**config.mk**
```make
export PLATFORM = sky130hd
export DESIGN_NAME = exc_sourcing
export DESIGN_NICKNAME = d
export VERILOG_FILES = /design/src/include/exc_src_pkg.sv /design/src/rtl/vec_fetch.sv /design/src/rtl/exc_sourcing.sv
export SDC_FILE = /design/constraint.sdc
export NUM_CORES = 1
export LEC_CHECK = 0
export BUFFER_PORTS_ARGS = -buffer_cell sky130_fd_sc_hd__buf_2
export CORE_MARGIN = 2
export CORE_UTILIZATION = 40
export CTS_BUF_LIST = sky130_fd_sc_hd__clkbuf_16
export DETAILED_ROUTE_END_ITERATION = 8
export PLACE_DENSITY = 0.87
export SLEW_MARGIN = 10
export SYNTH_ARGS = -nofsm -noshare
export SYNTH_HDL_FRONTEND = slang
export SYNTH_SLANG_ARGS = --single-unit
```
**constraint.sdc**
```tcl
create_clock -name clk -period 1.8 [get_ports clk]
set_clock_uncertainty 0.15 [all_clocks]
set_input_delay 0.18 -clock clk [delete_from_list [all_inputs] [get_ports clk]]
set_output_delay 0.18 -clock clk [all_outputs]
set_load 0.01 [all_outputs]
```
**src/include/exc_src_pkg.sv**
```systemverilog
package exc_src_pkg;

  // vector and class codes
  localparam int VEC_W = 8;
  localparam logic [7:0] VEC_NMI = 8'h02;
  localparam logic [7:0] VEC_BREAKPOINT = 8'h03;
  localparam logic [7:0] VEC_OVERFLOW = 8'h04;
  localparam logic [7:0] VEC_BOUND = 8'h05;
  localparam logic [7:0] VEC_MACHINE_CHECK = 8'h12;
  localparam logic [7:0] VEC_LOCAL_MIN = 8'h10;
  localparam logic [7:0] VEC_ARCH_MAX = 8'h1f;
  localparam int ERR_W = 16;
  localparam int IP_W = 32;

  typedef enum logic [1:0] {
    CLS_FAULT,
    CLS_TRAP,
    CLS_ABORT,
    CLS_MASKABLE_IRQ_PIN
  } exc_class_e;

endpackage : exc_src_pkg

```
**src/rtl/vec_fetch.sv**
```systemverilog
`timescale 1ns/10ps
`default_nettype none
// ****************************************************
// vector fetch for the maskable pin
// ****************************************************
module vec_fetch
  import exc_src_pkg::*;
(
  input wire logic clk,
  input wire logic rst_n,
  input wire logic start,
  input wire logic bus_vec_valid,
  input wire logic [exc_src_pkg::VEC_W-1:0] bus_vec,
  output logic busy,
  output logic ack_req,
  output logic done,
  output logic [exc_src_pkg::VEC_W-1:0] vec
);

  typedef enum logic [1:0] {F_IDLE, F_WAIT, F_DONE} fetch_e;
  fetch_e st_q;
  fetch_e st_d;

  // next state of the fetch
  always_comb begin
    st_d = st_q;
    unique case (st_q)
      F_IDLE: if (start) st_d = F_WAIT;
      F_WAIT: if (bus_vec_valid) st_d = F_DONE;
      F_DONE: st_d = F_IDLE;
    endcase
  end

  // state and captured vector
  always_ff @(posedge clk or negedge rst_n) begin
    if (!rst_n) begin
      st_q <= F_IDLE;
      vec <= 8'h00;
    end else begin
      st_q <= st_d;
      if (st_q == F_WAIT && bus_vec_valid) vec <= bus_vec;
    end
  end

  assign busy = (st_q != F_IDLE);
  assign ack_req = (st_q == F_WAIT);
  assign done = (st_q == F_DONE);

endmodule : vec_fetch
`default_nettype wire

```
**src/rtl/exc_sourcing.sv**
```systemverilog
`timescale 1ns/10ps
`default_nettype none
// Overview of operation
// RULE_01: maskable pin accepts vectors 0 to 255
// RULE_02: local controller accepts vectors 16-255 only
// RULE_03: local vectors 0-15 flag illegal vector
// RULE_04: interrupt enable flag masks all maskable
// RULE_05: software interrupt dispatches any operand vector
// RULE_06: software vector 2 skips nonmaskable hardware
// RULE_07: software interrupts ignore interrupt enable flag
// RULE_08: software exception vectors push no error code
// RULE_09: breakpoint, overflow, bound raise in-stream exceptions
// RULE_10: machine check raises vector 18 with code
// RULE_11: faults roll state back before instruction
// RULE_12: fault return pointer is faulting instruction
// RULE_13: trap return pointer is next instruction
// RULE_14: aborts report imprecisely, not restartable
// RULE_15: pop-all overrun fault restores pointer only
// RULE_16: dedicated maskable and nonmaskable pins provided
// RULE_17: reset, flush, stop pins bypass this unit
// RULE_18: nonmaskable pin dispatches through vector 2
// RULE_19: maskable pin fetches vector from bus
// RULE_20: events go out with vector, class, code flag
module exc_sourcing
  import exc_src_pkg::*;
#(
  parameter int VW = exc_src_pkg::VEC_W
)
(
  input wire logic clk,
  input wire logic rst_n,
  // external pins
  input wire logic maskable_irq_pin,
  input wire logic nmi_pin,
  input wire logic bus_vec_valid,
  input wire logic [exc_src_pkg::VEC_W-1:0] bus_vec,
  // local controller delivery
  input wire logic local_irq_valid,
  input wire logic [exc_src_pkg::VEC_W-1:0] local_irq_vec,
  // flags and instruction events
  input wire logic irq_enable_flag,
  input wire logic swint_valid,
  input wire logic [exc_src_pkg::VEC_W-1:0] swint_vec,
  input wire logic overflow_check,
  input wire logic bound_check,
  input wire logic mc_error,
  input wire logic [exc_src_pkg::ERR_W-1:0] mc_code,
  input wire logic fault_valid,
  input wire logic [exc_src_pkg::VEC_W-1:0] fault_vec,
  input wire logic fault_has_code,
  input wire logic [exc_src_pkg::ERR_W-1:0] fault_code,
  input wire logic pop_all_overrun,
  input wire logic [exc_src_pkg::IP_W-1:0] insn_ip,
  input wire logic [exc_src_pkg::IP_W-1:0] next_ip,
  input wire logic seq_ready,
  // outputs to the sequencer
  output logic bus_vec_ack,
  output logic illegal_vec,
  output logic evt_valid,
  output logic [exc_src_pkg::VEC_W-1:0] evt_vec,
  output exc_src_pkg::exc_class_e evt_class,
  output logic evt_has_code,
  output logic [exc_src_pkg::ERR_W-1:0] evt_code,
  output logic [exc_src_pkg::IP_W-1:0] evt_ret_ip,
  output logic evt_rollback,
  output logic evt_gpr_dirty,
  output logic evt_nmi_hw
);
  import exc_src_pkg::*;

  initial begin
    if (VW != VEC_W) $error("vector width must be 8");
  end

  // ****************************************************
  // source qualification
  // ****************************************************

  // legal range for local delivery
  function automatic logic local_ok(input logic [7:0] v);
    local_ok = (v >= VEC_LOCAL_MIN);
  endfunction

  logic nmi_q;
  logic mask_pend_q;
  logic nmi_pend_q;
  logic fetch_busy;
  logic fetch_ack;
  logic fetch_done;
  logic [VEC_W-1:0] fetch_vec;
  wire nmi_rise = nmi_pin && !nmi_q; // RULE_18
  wire mask_go = maskable_irq_pin && irq_enable_flag && !fetch_busy; // RULE_04
  wire local_legal = local_irq_valid && local_ok(local_irq_vec); // RULE_02
  wire local_bad = local_irq_valid && !local_ok(local_irq_vec); // RULE_03
  wire local_go = local_legal && irq_enable_flag; // RULE_04
  wire out_free = !evt_valid || seq_ready;

  // maskable pin vector fetch from the bus
  vec_fetch u_fetch (
    .clk(clk),
    .rst_n(rst_n),
    .start(mask_go && !mask_pend_q), // RULE_19
    .bus_vec_valid(bus_vec_valid),
    .bus_vec(bus_vec),
    .busy(fetch_busy),
    .ack_req(fetch_ack),
    .done(fetch_done),
    .vec(fetch_vec)
  );

  // ****************************************************
  // priority selection of one event
  // ****************************************************

  logic sel_any;
  logic [VEC_W-1:0] sel_vec;
  exc_class_e sel_class;
  logic sel_code_en;
  logic [ERR_W-1:0] sel_code;
  logic [IP_W-1:0] sel_ip;
  logic sel_rb;
  logic sel_dirty;
  logic sel_nmi;
  logic take_mask;
  logic take_nmi;

  // machine check, faults, traps, then interrupts
  always_comb begin
    sel_any = 1'b1;
    sel_vec = 8'h00;
    sel_class = CLS_MASKABLE_IRQ_PIN;
    sel_code_en = 1'b0;
    sel_code = 16'h0000;
    sel_ip = next_ip;
    sel_rb = 1'b0;
    sel_dirty = 1'b0;
    sel_nmi = 1'b0;
    take_mask = 1'b0;
    take_nmi = 1'b0;
    if (mc_error) begin
      sel_vec = VEC_MACHINE_CHECK; // RULE_10
      sel_class = CLS_ABORT; // RULE_14
      sel_code_en = 1'b1; // RULE_10
      sel_code = mc_code;
      sel_ip = insn_ip; // RULE_14
    end else if (fault_valid) begin
      sel_vec = fault_vec;
      sel_class = CLS_FAULT;
      sel_code_en = fault_has_code;
      sel_code = fault_code;
      sel_ip = insn_ip; // RULE_12
      sel_rb = !pop_all_overrun; // RULE_11
      sel_dirty = pop_all_overrun; // RULE_15
    end else if (bound_check) begin
      sel_vec = VEC_BOUND; // RULE_09
      sel_class = CLS_FAULT;
      sel_ip = insn_ip; // RULE_12
      sel_rb = 1'b1; // RULE_11
    end else if (overflow_check) begin
      sel_vec = VEC_OVERFLOW; // RULE_09
      sel_class = CLS_TRAP;
      sel_ip = next_ip; // RULE_13
    end else if (swint_valid) begin
      sel_vec = swint_vec; // RULE_05
      sel_class = (swint_vec == VEC_BREAKPOINT) ? CLS_TRAP : CLS_MASKABLE_IRQ_PIN;
      sel_code_en = 1'b0; // RULE_08
      sel_ip = next_ip; // RULE_13
      sel_nmi = 1'b0; // RULE_06
    end else if (nmi_pend_q) begin
      sel_vec = VEC_NMI; // RULE_18
      sel_nmi = 1'b1;
      take_nmi = 1'b1;
    end else if (mask_pend_q) begin
      sel_vec = fetch_vec; // RULE_01
      take_mask = 1'b1;
    end else if (local_go) begin
      sel_vec = local_irq_vec; // RULE_02
    end else begin
      sel_any = 1'b0;
    end
  end

  // ****************************************************
  // pending flags and output register
  // ****************************************************

  // pending interrupts, set wins over take
  always_ff @(posedge clk or negedge rst_n) begin
    if (!rst_n) begin
      nmi_q <= 1'b0;
      nmi_pend_q <= 1'b0;
      mask_pend_q <= 1'b0;
    end else begin
      nmi_q <= nmi_pin;
      if (nmi_rise) nmi_pend_q <= 1'b1;
      else if (take_nmi && out_free) nmi_pend_q <= 1'b0;
      if (fetch_done) mask_pend_q <= 1'b1; // RULE_19
      else if (take_mask && out_free) mask_pend_q <= 1'b0;
    end
  end

  // event handed to the sequencer
  always_ff @(posedge clk or negedge rst_n) begin
    if (!rst_n) begin
      evt_valid <= 1'b0;
      evt_vec <= 8'h00;
      evt_class <= CLS_MASKABLE_IRQ_PIN;
      evt_has_code <= 1'b0;
      evt_code <= 16'h0000;
      evt_ret_ip <= 32'h00000000;
      evt_rollback <= 1'b0;
      evt_gpr_dirty <= 1'b0;
      evt_nmi_hw <= 1'b0;
    end else if (out_free) begin
      evt_valid <= sel_any; // RULE_20
      evt_vec <= sel_vec;
      evt_class <= sel_class;
      evt_has_code <= sel_code_en;
      evt_code <= sel_code_en ? sel_code : 16'h0000;
      evt_ret_ip <= sel_ip;
      evt_rollback <= sel_rb;
      evt_gpr_dirty <= sel_dirty;
      evt_nmi_hw <= sel_nmi;
    end
  end

  // registered side outputs
  always_ff @(posedge clk or negedge rst_n) begin
    if (!rst_n) begin
      bus_vec_ack <= 1'b0;
      illegal_vec <= 1'b0;
    end else begin
      bus_vec_ack <= fetch_ack && bus_vec_valid;
      illegal_vec <= local_bad; // RULE_03
    end
  end

  // reset, flush, clock stop, sys mgmt pins never reach here  RULE_17
  // dedicated pin pair used when no local controller  RULE_16

endmodule : exc_sourcing
`default_nettype wire

```
; Word-level counts from Yosys, hierarchy flattened
; Cells that the tools add are included.
; W data, S select, Z words.
[op_classes]
n_lt_le_gt_ge = 1
eq_ne = 5
reduce_logical = 22
muxes = 55
[op_table]
columns = operator, n
row1 = $mux W32, 3
row2 = $mux W8, 8
row3 = $mux W16, 3
row4 = $mux W1, 32
row5 = $mux W2, 8
row6 = $logic_and A1 B1 Y1, 10
row7 = $eq A8 B2 Y1 const B, 1
row8 = $ge A8 B5 Y1 const B, 1
row9 = $logic_not A1 Y1, 6
row10 = $pmux W2 S3, 1
row11 = $reduce_bool A2 Y1, 3
row12 = $eq A2 B1 Y1 const B, 1
row13 = $eq A2 B2 Y1 const B, 1
row14 = $logic_not A2 Y1, 1
row15 = $ne A2 B1 Y1 const B, 1
row16 = $ne A2 B2 Y1 const B, 1
row17 = $reduce_and A2 Y1, 1
row18 = $logic_or A1 B1 Y1, 1
[totals]
regBits = 78
out_inout_bits = 65
inputBits = 143

; Longest topological paths before layout
; Gate-level depths: netlist of the first run.
[logic_depth]
ltp_word = 11
depth_mapped = 6
ltp_nobuf = 6

; Modules after synthesis
; Synthesis of the first run repeated with hierarchy kept, for this count alone.
[unflattened]
cells_unflattened = 365
hier_area_um2 = 3733.6
[modules_own_cells]
columns = mod, instances, seq_area_each_um2, cells_per_inst, area_each_um2
row1 = exc_sourcing, 1, 1704.1, 333, 3285.7
row2 = vec_fetch, 1, 250.2, 32, 447.9

; Least setup slack after synthesis of the first run
; OpenSTA, ideal clock, no wires.
[synth_path]
kind = reg2reg
from = reg evt_valid
to = reg mask_pend_q
path_stages_with_launch = 7
setup_ps = 118
period_less_slack_ps = 1942
path_slack_ps = -142
arrival_ps = 1674
cell_sequence = dfrtp_1 nor2b_1 clkbuf_1 or3_1 buf_2 or3_1 a21o_1
[synth_between]
elab_chain_len = 4
[synth_rtl]
columns = element, line
row1 = from (decl), exc_sourcing.sv:59  ; output logic evt_valid,
row2 = from (signal assigned), exc_sourcing.sv:215  ; evt_valid <= sel_any;
row3 = $logic_not A1 Y1, exc_sourcing.sv:96  ; wire out_free = !evt_valid || seq_ready;
row4 = $logic_or A1 B1 Y1, exc_sourcing.sv:96
row5 = $logic_and A1 B1 Y1, exc_sourcing.sv:198  ; else if (take_mask && out_free) mask_pend_q <= 1'b0;
row6 = $reduce_bool A2 Y1 (no source line), --
row7 = to (signal assigned), exc_sourcing.sv:192  ; mask_pend_q <= 1'b0;
row8 = to (signal assigned), exc_sourcing.sv:197  ; if (fetch_done) mask_pend_q <= 1'b1;
row9 = to (signal assigned), exc_sourcing.sv:198
row10 = to (decl), exc_sourcing.sv:85  ; logic mask_pend_q;
; Every way passes these cells.
; A chain may end at the register's enable or synchronous reset.

; Worst setup path after layout of the first run
[layout_path]
from = in local_irq_vec[5] (netlist name)
to = reg evt_vec[3] (netlist name)
[layout_between]
elab_chain_len = 11
[layout_rtl]
columns = element, line
row1 = from (decl), exc_sourcing.sv:39  ; input wire logic [exc_src_pkg::VEC_W-1:0] local_irq_vec,
row2 = $ge A8 B5 Y1, exc_sourcing.sv:81  ; local_ok = (v >= VEC_LOCAL_MIN);
row3 = $logic_and A1 B1 Y1, exc_sourcing.sv:93  ; wire local_legal = local_irq_valid && local_ok(local_irq_vec);
row4 = $logic_and A1 B1 Y1, exc_sourcing.sv:95  ; wire local_go = local_legal && irq_enable_flag;
row5 = $mux W8, exc_sourcing.sv:176  ; end else if (local_go) begin
row6 = $mux W8, exc_sourcing.sv:173  ; end else if (mask_pend_q) begin
row7 = $mux W8, exc_sourcing.sv:169  ; end else if (nmi_pend_q) begin
row8 = $mux W8, exc_sourcing.sv:163  ; end else if (swint_valid) begin
row9 = $mux W8, exc_sourcing.sv:159  ; end else if (overflow_check) begin
row10 = $mux W8, exc_sourcing.sv:154  ; end else if (bound_check) begin
row11 = $mux W8, exc_sourcing.sv:146  ; end else if (fault_valid) begin
row12 = $mux W8, exc_sourcing.sv:140  ; if (mc_error) begin
row13 = to (signal assigned), exc_sourcing.sv:216  ; evt_vec <= sel_vec;
row14 = to (decl), exc_sourcing.sv:60  ; output logic [exc_src_pkg::VEC_W-1:0] evt_vec,
; Every way passes these cells.

==> results.yml, run 1 <==
clock_network:
  cts_sinks: 78
  h-tree-depth: 3
  clk_pin_slew_ns: 0.06
  cts_tree: "yes"
  cts_buffers: 9
  clockBufferDepth: 2
  clock_latency_ns: 0.33
  cts-root-buf: "clkbuf_16"
pwr:
  total_power_mw: 5.14
  vdd_ir_drop_max_v: 0.000681
  swShare_pct: 28.4
  intPower_mw: 3.68
  p_seq_share_pct: 42.1
  combPwrFrac_pct: 23.4
  switchingPower_mw: 1.46
  p_leak_nw: 2.86
  pwr-share-clk_pct: 34.5
  power_density_nw_per_um2: 898
global_route:
  grt_pass1_wl_um: 19400
  first_global_vias: 4043
  grt_max_degree: 100
  track_usage_pct: 24.6
  grt_overflow: 0
  antenna_found_initial: 0
critical_path:
  critPathTopFamily: "buffers and inverters"
  endpoint: "evt_vec[3]"
  critical_path_buf_inv_count: 3
  cp.depth: 7
  cp_slowest_cell: "dlygate4sd3_1"
  crit_path_start_kind: "primary input"
  critPathMaxStageDelay_ns: 0.54
  reg2reg_from: "mask_pend_q"
  r2r_setup_slack_ns: 0.09
  crit_type: "in2reg"
  path_max_fanout: 3
  critPathCaptureType: "flop"
  crit_required_ns: 1.85
  r2r_end: "evt_vec[0]"
  reg2reg_depth: 4
  crit_start: "local_irq_vec[5]"
  path_cells: "dlygate4sd3_1, buf_2, nor4_2, buf_4, nor2_1, a222oi_1, o31ai_1"
  cp_data_arrival_time_ns: 1.84
layout:
  fin_cells: 731
  fillers: 677
  antenna_cells: 0
  fin_nets: 765
  multi_input_area_um2: 1610
  area_growth_pct: 55.8
  seqCellArea_um2: 1950
  layout-drive-gt1-share_pct: 41.9
synthesis:
  synth_edf_count: 0
  ys_ff_latch: 78
  syn_inst: 362
  ys_seq_area_share_pct: 53.2
  synthesis.area_um2: 3670
  async_reset_ff_share_pct: 100
  postSynthNetCount: 509
  yosys_warnings: 0
  synth_ff_type: "dfrtp_1"
  ys_types: 40
  syn_avg_cell_area_um2: 10.1
worst_hold_path:
  hold_class: "in2reg"
sta:
  holdWs_ns: 0.00686
  fin_crit_ns: 1.79
  maxSlewHeadroom_pct: 71.0
  clock.fmax_mhz: 560
  maxSlewViolCount: 0
  hold_violations: 0
  worstMarginPinSlew_ns: 0.425
  setup-violations-final: 0
  finalCritPeriodShare_pct: 99.3
  fin_ws_ns: 0.0132
run:
  cap_violations: 0
outcome:
  status: "complete, no violations"
floorplan:
  core-area_um2: 8810
  initial_core_util_pct: 41.7
  die_area_um2: 9970
  die_x_um: 99.8
  die_y_um: 99.8
  ios: 208
  row_count: 34
detailed_routing:
  drc: 0
  num_vias: 3864
  drt_pass1_iterations: 5
  wl_per_cell_um: 17.2
  vias_per_cell: 5.29
  first_iter_violations: 162
  drtAntennaViolNets: 0
  totalWireLength_um: 12600
place:
  place_congestion: 0.920
  place_ws_ns: -0.148
  place_inst: 665
  dp_hpwl_um: 8340
  io_buffers: 207
==> worst min-delay path by stage <==
stage                      startpoint        endpoint  depth (start not counted)  slack [ns]
after global routing       mc_code[9]     evt_code[9]                          3        0.01
final                     insn_ip[27]  evt_ret_ip[27]                          3       0.007
after floorplan                 rst_n     bus_vec_ack                          0       -0.27
after detailed placement        rst_n     evt_code[1]                          1       -0.12
after CTS                 insn_ip[27]  evt_ret_ip[27]                          3       0.001
after global placement          rst_n     evt_code[1]                          1       -0.13
==> cell usage in the layout (no fill, tap or decap), types with 5 or more instances in the layout <==
| cell type | n |
|---|---|
| buf_4 | 18 |
| mux2i_1 | 34 |
| a21oi_1 | 13 |
| mux2_2 | 8 |
| o21ai_0 | 52 |
| a22oi_1 | 17 |
| nand3_1 | 5 |
| nand2_1 | 64 |
| a21o_1 | 6 |
| inv_1 | 7 |
| dfrtp_1 | 76 |
| nor2_1 | 8 |
| dlygate4sd3_1 | 41 |
| buf_2 | 206 |
| clkbuf_16 | 11 |
==> logic make-up after synthesis <==
group	after synthesis	synth area share (%)
AO/OA/AOI/OAI	105	17.3
multiplexers	42	11.7
buffers and inverters	32	3.61
AND/OR/NAND/NOR	101	12.8
flip-flops	78	53.2
adder cells (fa/ha/maj)	4	1.36
==> registers in the layout (all words and copies together), names as in the netlist, 2 cells and up <==
register      flops
evt_class         2
evt_code         16
evt_ret_ip       32
evt_vec           8
u_fetch.st_q      2
u_fetch.vec       8
==> worst min-delay path: stages <==
cell and delay (ns):
buf_2 0.07, mux2i_1 0.05, o21ai_0 0.13
==> repair_timing <==
item	CTS	global route
endpoints found under the hold margin	107	1
buffers inserted	0	8
hold buffers	40	1
gates resized for setup	0	2
setup endpoints to repair	0	13
==> synthesized netlist by cell type, types with 2 or more instances <==
| master | count | area share [%] |
|---|---|---|
| a21o_1 | 6 | 1.2 |
| a21oi_1 | 13 | 1.8 |
| a22o_1 | 3 | 0.72 |
| a22oi_1 | 17 | 3.5 |
| and2_1 | 2 | 0.34 |
| buf_2 | 4 | 0.54 |
| clkbuf_1 | 20 | 2.0 |
| dfrtp_1 | 76 | 52 |
| dfstp_2 | 2 | 1.4 |
| ha_1 | 4 | 1.4 |
| inv_1 | 6 | 0.61 |
| mux2_2 | 8 | 2.5 |
| mux2i_1 | 34 | 9.3 |
| nand2_1 | 64 | 6.5 |
| nand2b_1 | 2 | 0.34 |
| nand3_1 | 5 | 0.68 |
| nand3b_1 | 2 | 0.41 |
| nor2_1 | 8 | 0.82 |
| nor2b_1 | 5 | 0.85 |
| nor3_1 | 2 | 0.27 |
| nor4bb_1 | 3 | 0.82 |
| o21ai_0 | 52 | 7.1 |
| o221ai_1 | 2 | 0.48 |
| o22ai_1 | 4 | 0.68 |
| or3_1 | 3 | 0.51 |
==> power groups by stage <==
stage	logic [mW]	clock network, mW	registers, mW
6_report	1.20	1.77	2.16
4_1_cts	1.14	1.80	2.15
2_1_floorplan	0.501	0	2.22
3_5_place_dp	1.06	0	2.19
3_3_place_gp	1.00	0	2.16
5_1_grt	1.32	1.88	2.19
==> routing by layer <==
layer | global-route usage [%] | vias up | wire length [um]
li1 | - | 1801 | -
met1 | 26.7 | 1823 | 4560
met2 | 46.7 | 215 | 6860
met3 | 5.08 | 25 | 912
met4 | 9.80 | 0 | 267
met5 | 0 | - | 0
==> per-stage QoR <==
stage                     cell area [um2]  setup TNS, ns  utilization, %
after floorplan                      3680         -0.143               -
after global placement               4890         -0.227            55.6
after detailed placement             4890         -0.531            55.6
after CTS                            5590              0            63.4
after global routing                 5720         -0.139            65.0
final                                5720              0            65.0
==> area by class of cell <==
type                       instances  area share [%]
sequential                        78            34.2
timing repair buffer             271            29.8
multi-input combinational        252            28.2
clock buffer                       9            3.94
tap                              108            2.36
clock inverter                     7            1.16
inverter                           6           0.394
Power figures use the tool's default switching activity.
==> run 2, diff against run 1 <==
CORE_ASPECT_RATIO = 1.5   (was not set)
CORE_MARGIN = not set   (was 2)
==> run 2 against run 1 <==
Compared with the run above: the flow now finishes with violations (negative hold slack); fmax increased by 4.3%; flip-flop and latch count unchanged; critical path type unchanged; sequential power about the same; first-iteration DRC count increased by 9.3%; highest routed layer unchanged.
==> results.yml, run 2 (synthesized netlist as in run 1, its figures left out) <==
outcome:
  status: "complete, but fails checks"
  violations: "negative hold slack"
critical_path:
  critPathCaptureType: "flop"
  crit_path_start_kind: "primary input"
  crit_type: "in2reg"
  critPathTopFamily: "buffers and inverters"
  crit_required_ns: 1.85
  critPathMaxStageDelay_ns: 0.57
  r2r_end: "mask_pend_q"
  path_cells: "buf_2, buf_4, nor3_4, buf_12, mux2i_1, dlygate4sd3_1, o21ai_0"
  cp_slowest_cell: "dlygate4sd3_1"
  path_max_fanout: 17
  critical_path_buf_inv_count: 4
  r2r_setup_slack_ns: 0.10
  cp_data_arrival_time_ns: 1.76
  reg2reg_from: "evt_valid"
  reg2reg_depth: 4
sta:
  hold_violations: 1
  finalCritPeriodShare_pct: 95.2
  rsz0062_at_grt: "no"
  fin_ws_ns: 0.0862
  clock.fmax_mhz: 583
  setup-violations-final: 0
  worstMarginPinSlew_ns: 0.496
  holdWs_ns: -0.00538
  maxSlewViolCount: 0
  maxSlewHeadroom_pct: 66.1
  fin_crit_ns: 1.71
clock_network:
  cts_sinks: 78
  clock_latency_ns: 0.33
  h-tree-depth: 3
  cts_tree: "yes"
  cts_buffers: 9
  cts-root-buf: "clkbuf_16"
  clk_pin_slew_ns: 0.06
  clockBufferDepth: 2
place:
  place_congestion: 0.944
  placed_cell_area_um2: 4870
  io_buffers: 207
  place_ws_ns: -0.124
  dp_hpwl_um: 8060
  place_inst: 663
detailed_routing:
  vias_per_cell: 5.12
  drtAntennaViolNets: 0
  totalWireLength_um: 11200
  first_iter_violations: 177
  drc: 0
  drt_pass1_iterations: 4
  num_vias: 3638
  wl_per_cell_um: 15.7
global_route:
  grt_max_degree: 100
  antenna_found_initial: 0
  first_global_vias: 3667
  grt_pass1_wl_um: 17100
  grt_overflow: 0
  track_usage_pct: 23.5
run:
  cap_violations: 0
worst_hold_path:
  hold_path_end: "evt_code[13]"
  hold_start: "fault_code[13]"
  hold_path_depth: 3
  hold_class: "in2reg"
pwr:
  power_density_nw_per_um2: 929
  p_leak_nw: 2.77
  vdd_ir_drop_max_v: 0.000775
floorplan:
  core-area_um2: 8880
  die_x_um: 80.2
  die_y_um: 119
  row_count: 42
  ios: 208
  die_area_um2: 9580
  initial_core_util_pct: 41.4
layout:
  top_regs: "evt_ret_ip x32, evt_code x16"
  fin_cells: 711
  final_common_cell: "buf_2"
  fin_nets: 743
  mostFrequentLayoutCells: "buf_2, dfrtp_1, nand2_1"
  design_area_um2: 5510
  layout-drive-gt1-share_pct: 41.1
  area_growth_pct: 50.0
  largest_reg_flops: 32
  top_register: "evt_ret_ip"
  antenna_cells: 0
-- run 2: what timing repair did --
action,4_1_cts,5_1_grt
setup endpoints to repair,0,2
hold endpoints to repair,101,0
gates resized for setup,0,1
hold buffers,30,0
setup buffers,0,1
-- run 2: layer usage --
metal | GRT usage [%] | part of all wire [%] | vias to the layer above | wire (um)
li1 | - | - | 1751 | -
met1 | 27.4 | 38 | 1662 | 4280
met2 | 39.9 | 51 | 187 | 5710
met3 | 4.67 | 6.6 | 38 | 742
met4 | 12.6 | 3.9 | 0 | 435
met5 | 0 | 0 | - | 0
-- run 2: cell type report --
class | instances | area [um2]
flip-flops and latches | 78 | 1950
well taps | 110 | 138
inverters | 6 | 22.5
clock buffers | 9 | 225
clock inverters | 7 | 81.3
repair buffers | 249 | 1480
fillers | 734 | 3370
multi-input cells | 252 | 1610
-- run 2: per-stage QoR --
step / hold slack, ns / utilization [%] / power, mW / TNS, ns
after floorplan: -0.266 / - / 2.72 / -0.143
after global placement: 0.0764 / 54.8 / 3.16 / -0.200
after detailed placement: 0.0856 / 54.8 / 3.22 / -0.362
after CTS: 0.000158 / 61.6 / 5.15 / 0
after global routing: 0.0111 / 62.1 / 5.39 / 0
final: -0.00538 / 62.1 / 5.12 / 0
-- run 2: worst max path at each step --
stage	startpoint	to	slack (ns)	cells after the start
6_report	fault_valid	evt_ret_ip[16]	0.09	7
3_3_place_gp	overflow_check	mask_pend_q	-0.1	5
2_1_floorplan	evt_valid	mask_pend_q	-0.09	6
4_1_cts	fault_valid	evt_ret_ip[16]	0.07	7
5_1_grt	fault_valid	evt_ret_ip[16]	0.01	7
3_5_place_dp	overflow_check	mask_pend_q	-0.12	5
-- run 2: worst min-delay path: cells and delay by family --
kind	cells	cell delay, ns
buf+inv	1	0.08
compound gates	2	0.18
-- run 2: power by group --
part / leakage (nW) / switching [mW] / internal, mW
clock: 0.159 / 0.666 / 1.19
combinational: 1.65 / 0.553 / 0.558
sequential: 0.954 / 0.134 / 2.02
total: 2.77 / 1.35 / 3.77
==> run 3, diff against run 2 <==
CORE_ASPECT_RATIO = 1.25   (was 1.5)
==> run 3 against run 2 <==
Compared with the run above: the run ends with negative setup slack left; sequential power barely moved; cell count up 3.8%; flip-flop and latch count unchanged; die area about the same; utilization rose by 1.8 points; total power down 4.4%; register-to-register slack hardly changed; clock-buffer cell count did not move; global-route usage increased by 1.3 points; largest power group unchanged; highest routed layer unchanged.
==> results.yml, run 3 (synthesized netlist as in run 1, its figures left out) <==
global_route:
  track_usage_pct: 24.8
  antenna_found_initial: 0
  grt_overflow: 0
  first_global_vias: 3870
  grt_max_degree: 100
  grt_pass1_wl_um: 18000
clock_network:
  cts_sinks: 78
  clockBufferDepth: 2
  clock_latency_ns: 0.33
  cts_tree: "yes"
  cts-root-buf: "clkbuf_16"
  clk_pin_slew_ns: 0.06
  cts_buffers: 9
  h-tree-depth: 3
worst_hold_path:
  hold_start: "next_ip[6]"
  hold_path_depth: 3
  hold_path_end: "evt_ret_ip[6]"
  hold_class: "in2reg"
pwr:
  p_leak_nw: 2.83
  vdd_ir_drop_max_v: 0.000633
  power_density_nw_per_um2: 871
critical_path:
  crit_path_start_kind: "primary input"
  critPathCaptureType: "flop"
  crit_type: "in2reg"
  path_max_fanout: 3
  crit_required_ns: 1.87
  reg2reg_from: "evt_valid"
  r2r_end: "mask_pend_q"
  reg2reg_depth: 4
  cp_data_arrival_time_ns: 1.87
  r2r_setup_slack_ns: 0.11
sta:
  fin_ws_ns: -0.00594
  rsz0062_at_grt: "no"
  setup-violations-final: 1
  fin_crit_ns: 1.81
  maxSlewHeadroom_pct: 66.8
  clock.fmax_mhz: 554
  hold_violations: 0
  maxSlewViolCount: 0
  tns_ns: -0.00594
  worstMarginPinSlew_ns: 0.485
  finalCritPeriodShare_pct: 100
layout:
  fillers: 704
  mostFrequentLayoutCells: "buf_2, dfrtp_1, nand2_1"
  multi_input_area_um2: 1610
  largest_reg_flops: 32
  top_regs: "evt_ret_ip x32, evt_code x16"
  top_register: "evt_ret_ip"
  design_area_um2: 5620
  fin_nets: 760
  final_common_cell: "buf_2"
  antenna_cells: 0
  layout-drive-gt1-share_pct: 42.6
  area_growth_pct: 53.0
  seqCellArea_um2: 1950
floorplan:
  die_y_um: 109
  die_area_um2: 9570
  die_x_um: 87.7
  initial_core_util_pct: 41.8
  ios: 208
  core-area_um2: 8800
  row_count: 38
place:
  place_congestion: 0.986
  io_buffers: 207
  placed_cell_area_um2: 4920
  dp_hpwl_um: 8320
  place_ws_ns: -0.125
detailed_routing:
  totalWireLength_um: 12100
  drt_pass1_iterations: 7
  drtAntennaViolNets: 0
  drc: 0
  vias_per_cell: 5.23
  first_iter_violations: 200
  wl_per_cell_um: 16.4
  num_vias: 3861
outcome:
  status: "complete, but fails checks"
  violations: "negative setup slack"
run:
  cap_violations: 0
run 3: cell types whose count changed in the layout (fill, tap and decap cells not counted):
cell           delta
buf_4            +13
inv_1             -1
dlygate4sd3_1     +4
or3_1             -1
nand2_1           -1
nand2_2           +1
or3_4             +1
bufinv_16         -2
clkinv_2          +3
run 3: what timing repair did:
| action | 4_1_cts | 5_1_grt |
|---|---|---|
| endpoints found under the hold margin | 106 | 0 |
| buffers inserted | 0 | 9 |
| hold buffers | 34 | 0 |
| setup endpoints to repair | 0 | 9 |
| resized for setup | 0 | 3 |
run 3: per-stage QoR:
step                total power, mW  hold WS [ns]  instances  util (%)
floorplan                      2.72        -0.266        362         -
global placement               3.17        -0.106        678      55.9
detailed placement             3.24        -0.105        678      55.9
CTS                            4.89     0.0000807        728      62.7
global route                   5.14       0.00938        738      63.9
finish                         4.90      0.000746        738      63.9
run 3: per-layer routing:
metal,global-route usage (%),vias up,share of wire [%]
li1,-,1789,-
met1,26.2,1821,37
met2,46.1,212,53
met4,12.8,0,3.7
met5,0,-,0
met3,4.77,39,6.7
run 3: how the worst max path moves through the flow:
| stage | slack, ns | end | start | cells after the start |
|---|---|---|---|---|
| final | -0.006 | evt_vec[0] | local_irq_vec[7] | 7 |
| after floorplan | -0.09 | mask_pend_q | evt_valid | 6 |
| after global routing | 0.003 | evt_vec[0] | local_irq_vec[7] | 7 |
| after detailed placement | -0.13 | mask_pend_q | overflow_check | 5 |
| after CTS | 0.06 | evt_ret_ip[20] | fault_valid | 7 |
| after global placement | -0.09 | mask_pend_q | overflow_check | 5 |
run 3: final cells by class:
cell class	count	share of cell area [%]
Clock buffer	9	4.01
Sequential cell	78	34.8
Multi-Input combinational cell	252	28.7
Tap cell	120	2.67
Inverter	6	0.401
Timing Repair Buffer	266	28.9
Clock inverter	7	0.579
run 3: worst max-delay path: stages:
cell           delay, ns
dlygate4sd3_1       0.54
buf_2               0.15
nor4_2              0.31
buf_4               0.19
o21ba_2             0.16
o221ai_1            0.13
a22o_1              0.22
run 3: power breakdown:
part / total, mW / switching (mW) / internal, mW / leakage, nW
combinational: 1.14 / 0.568 / 0.576 / 1.74
clock: 1.59 / 0.679 / 0.910 / 0.137
sequential: 2.16 / 0.147 / 2.02 / 0.954
total: 4.90 / 1.39 / 3.50 / 2.83
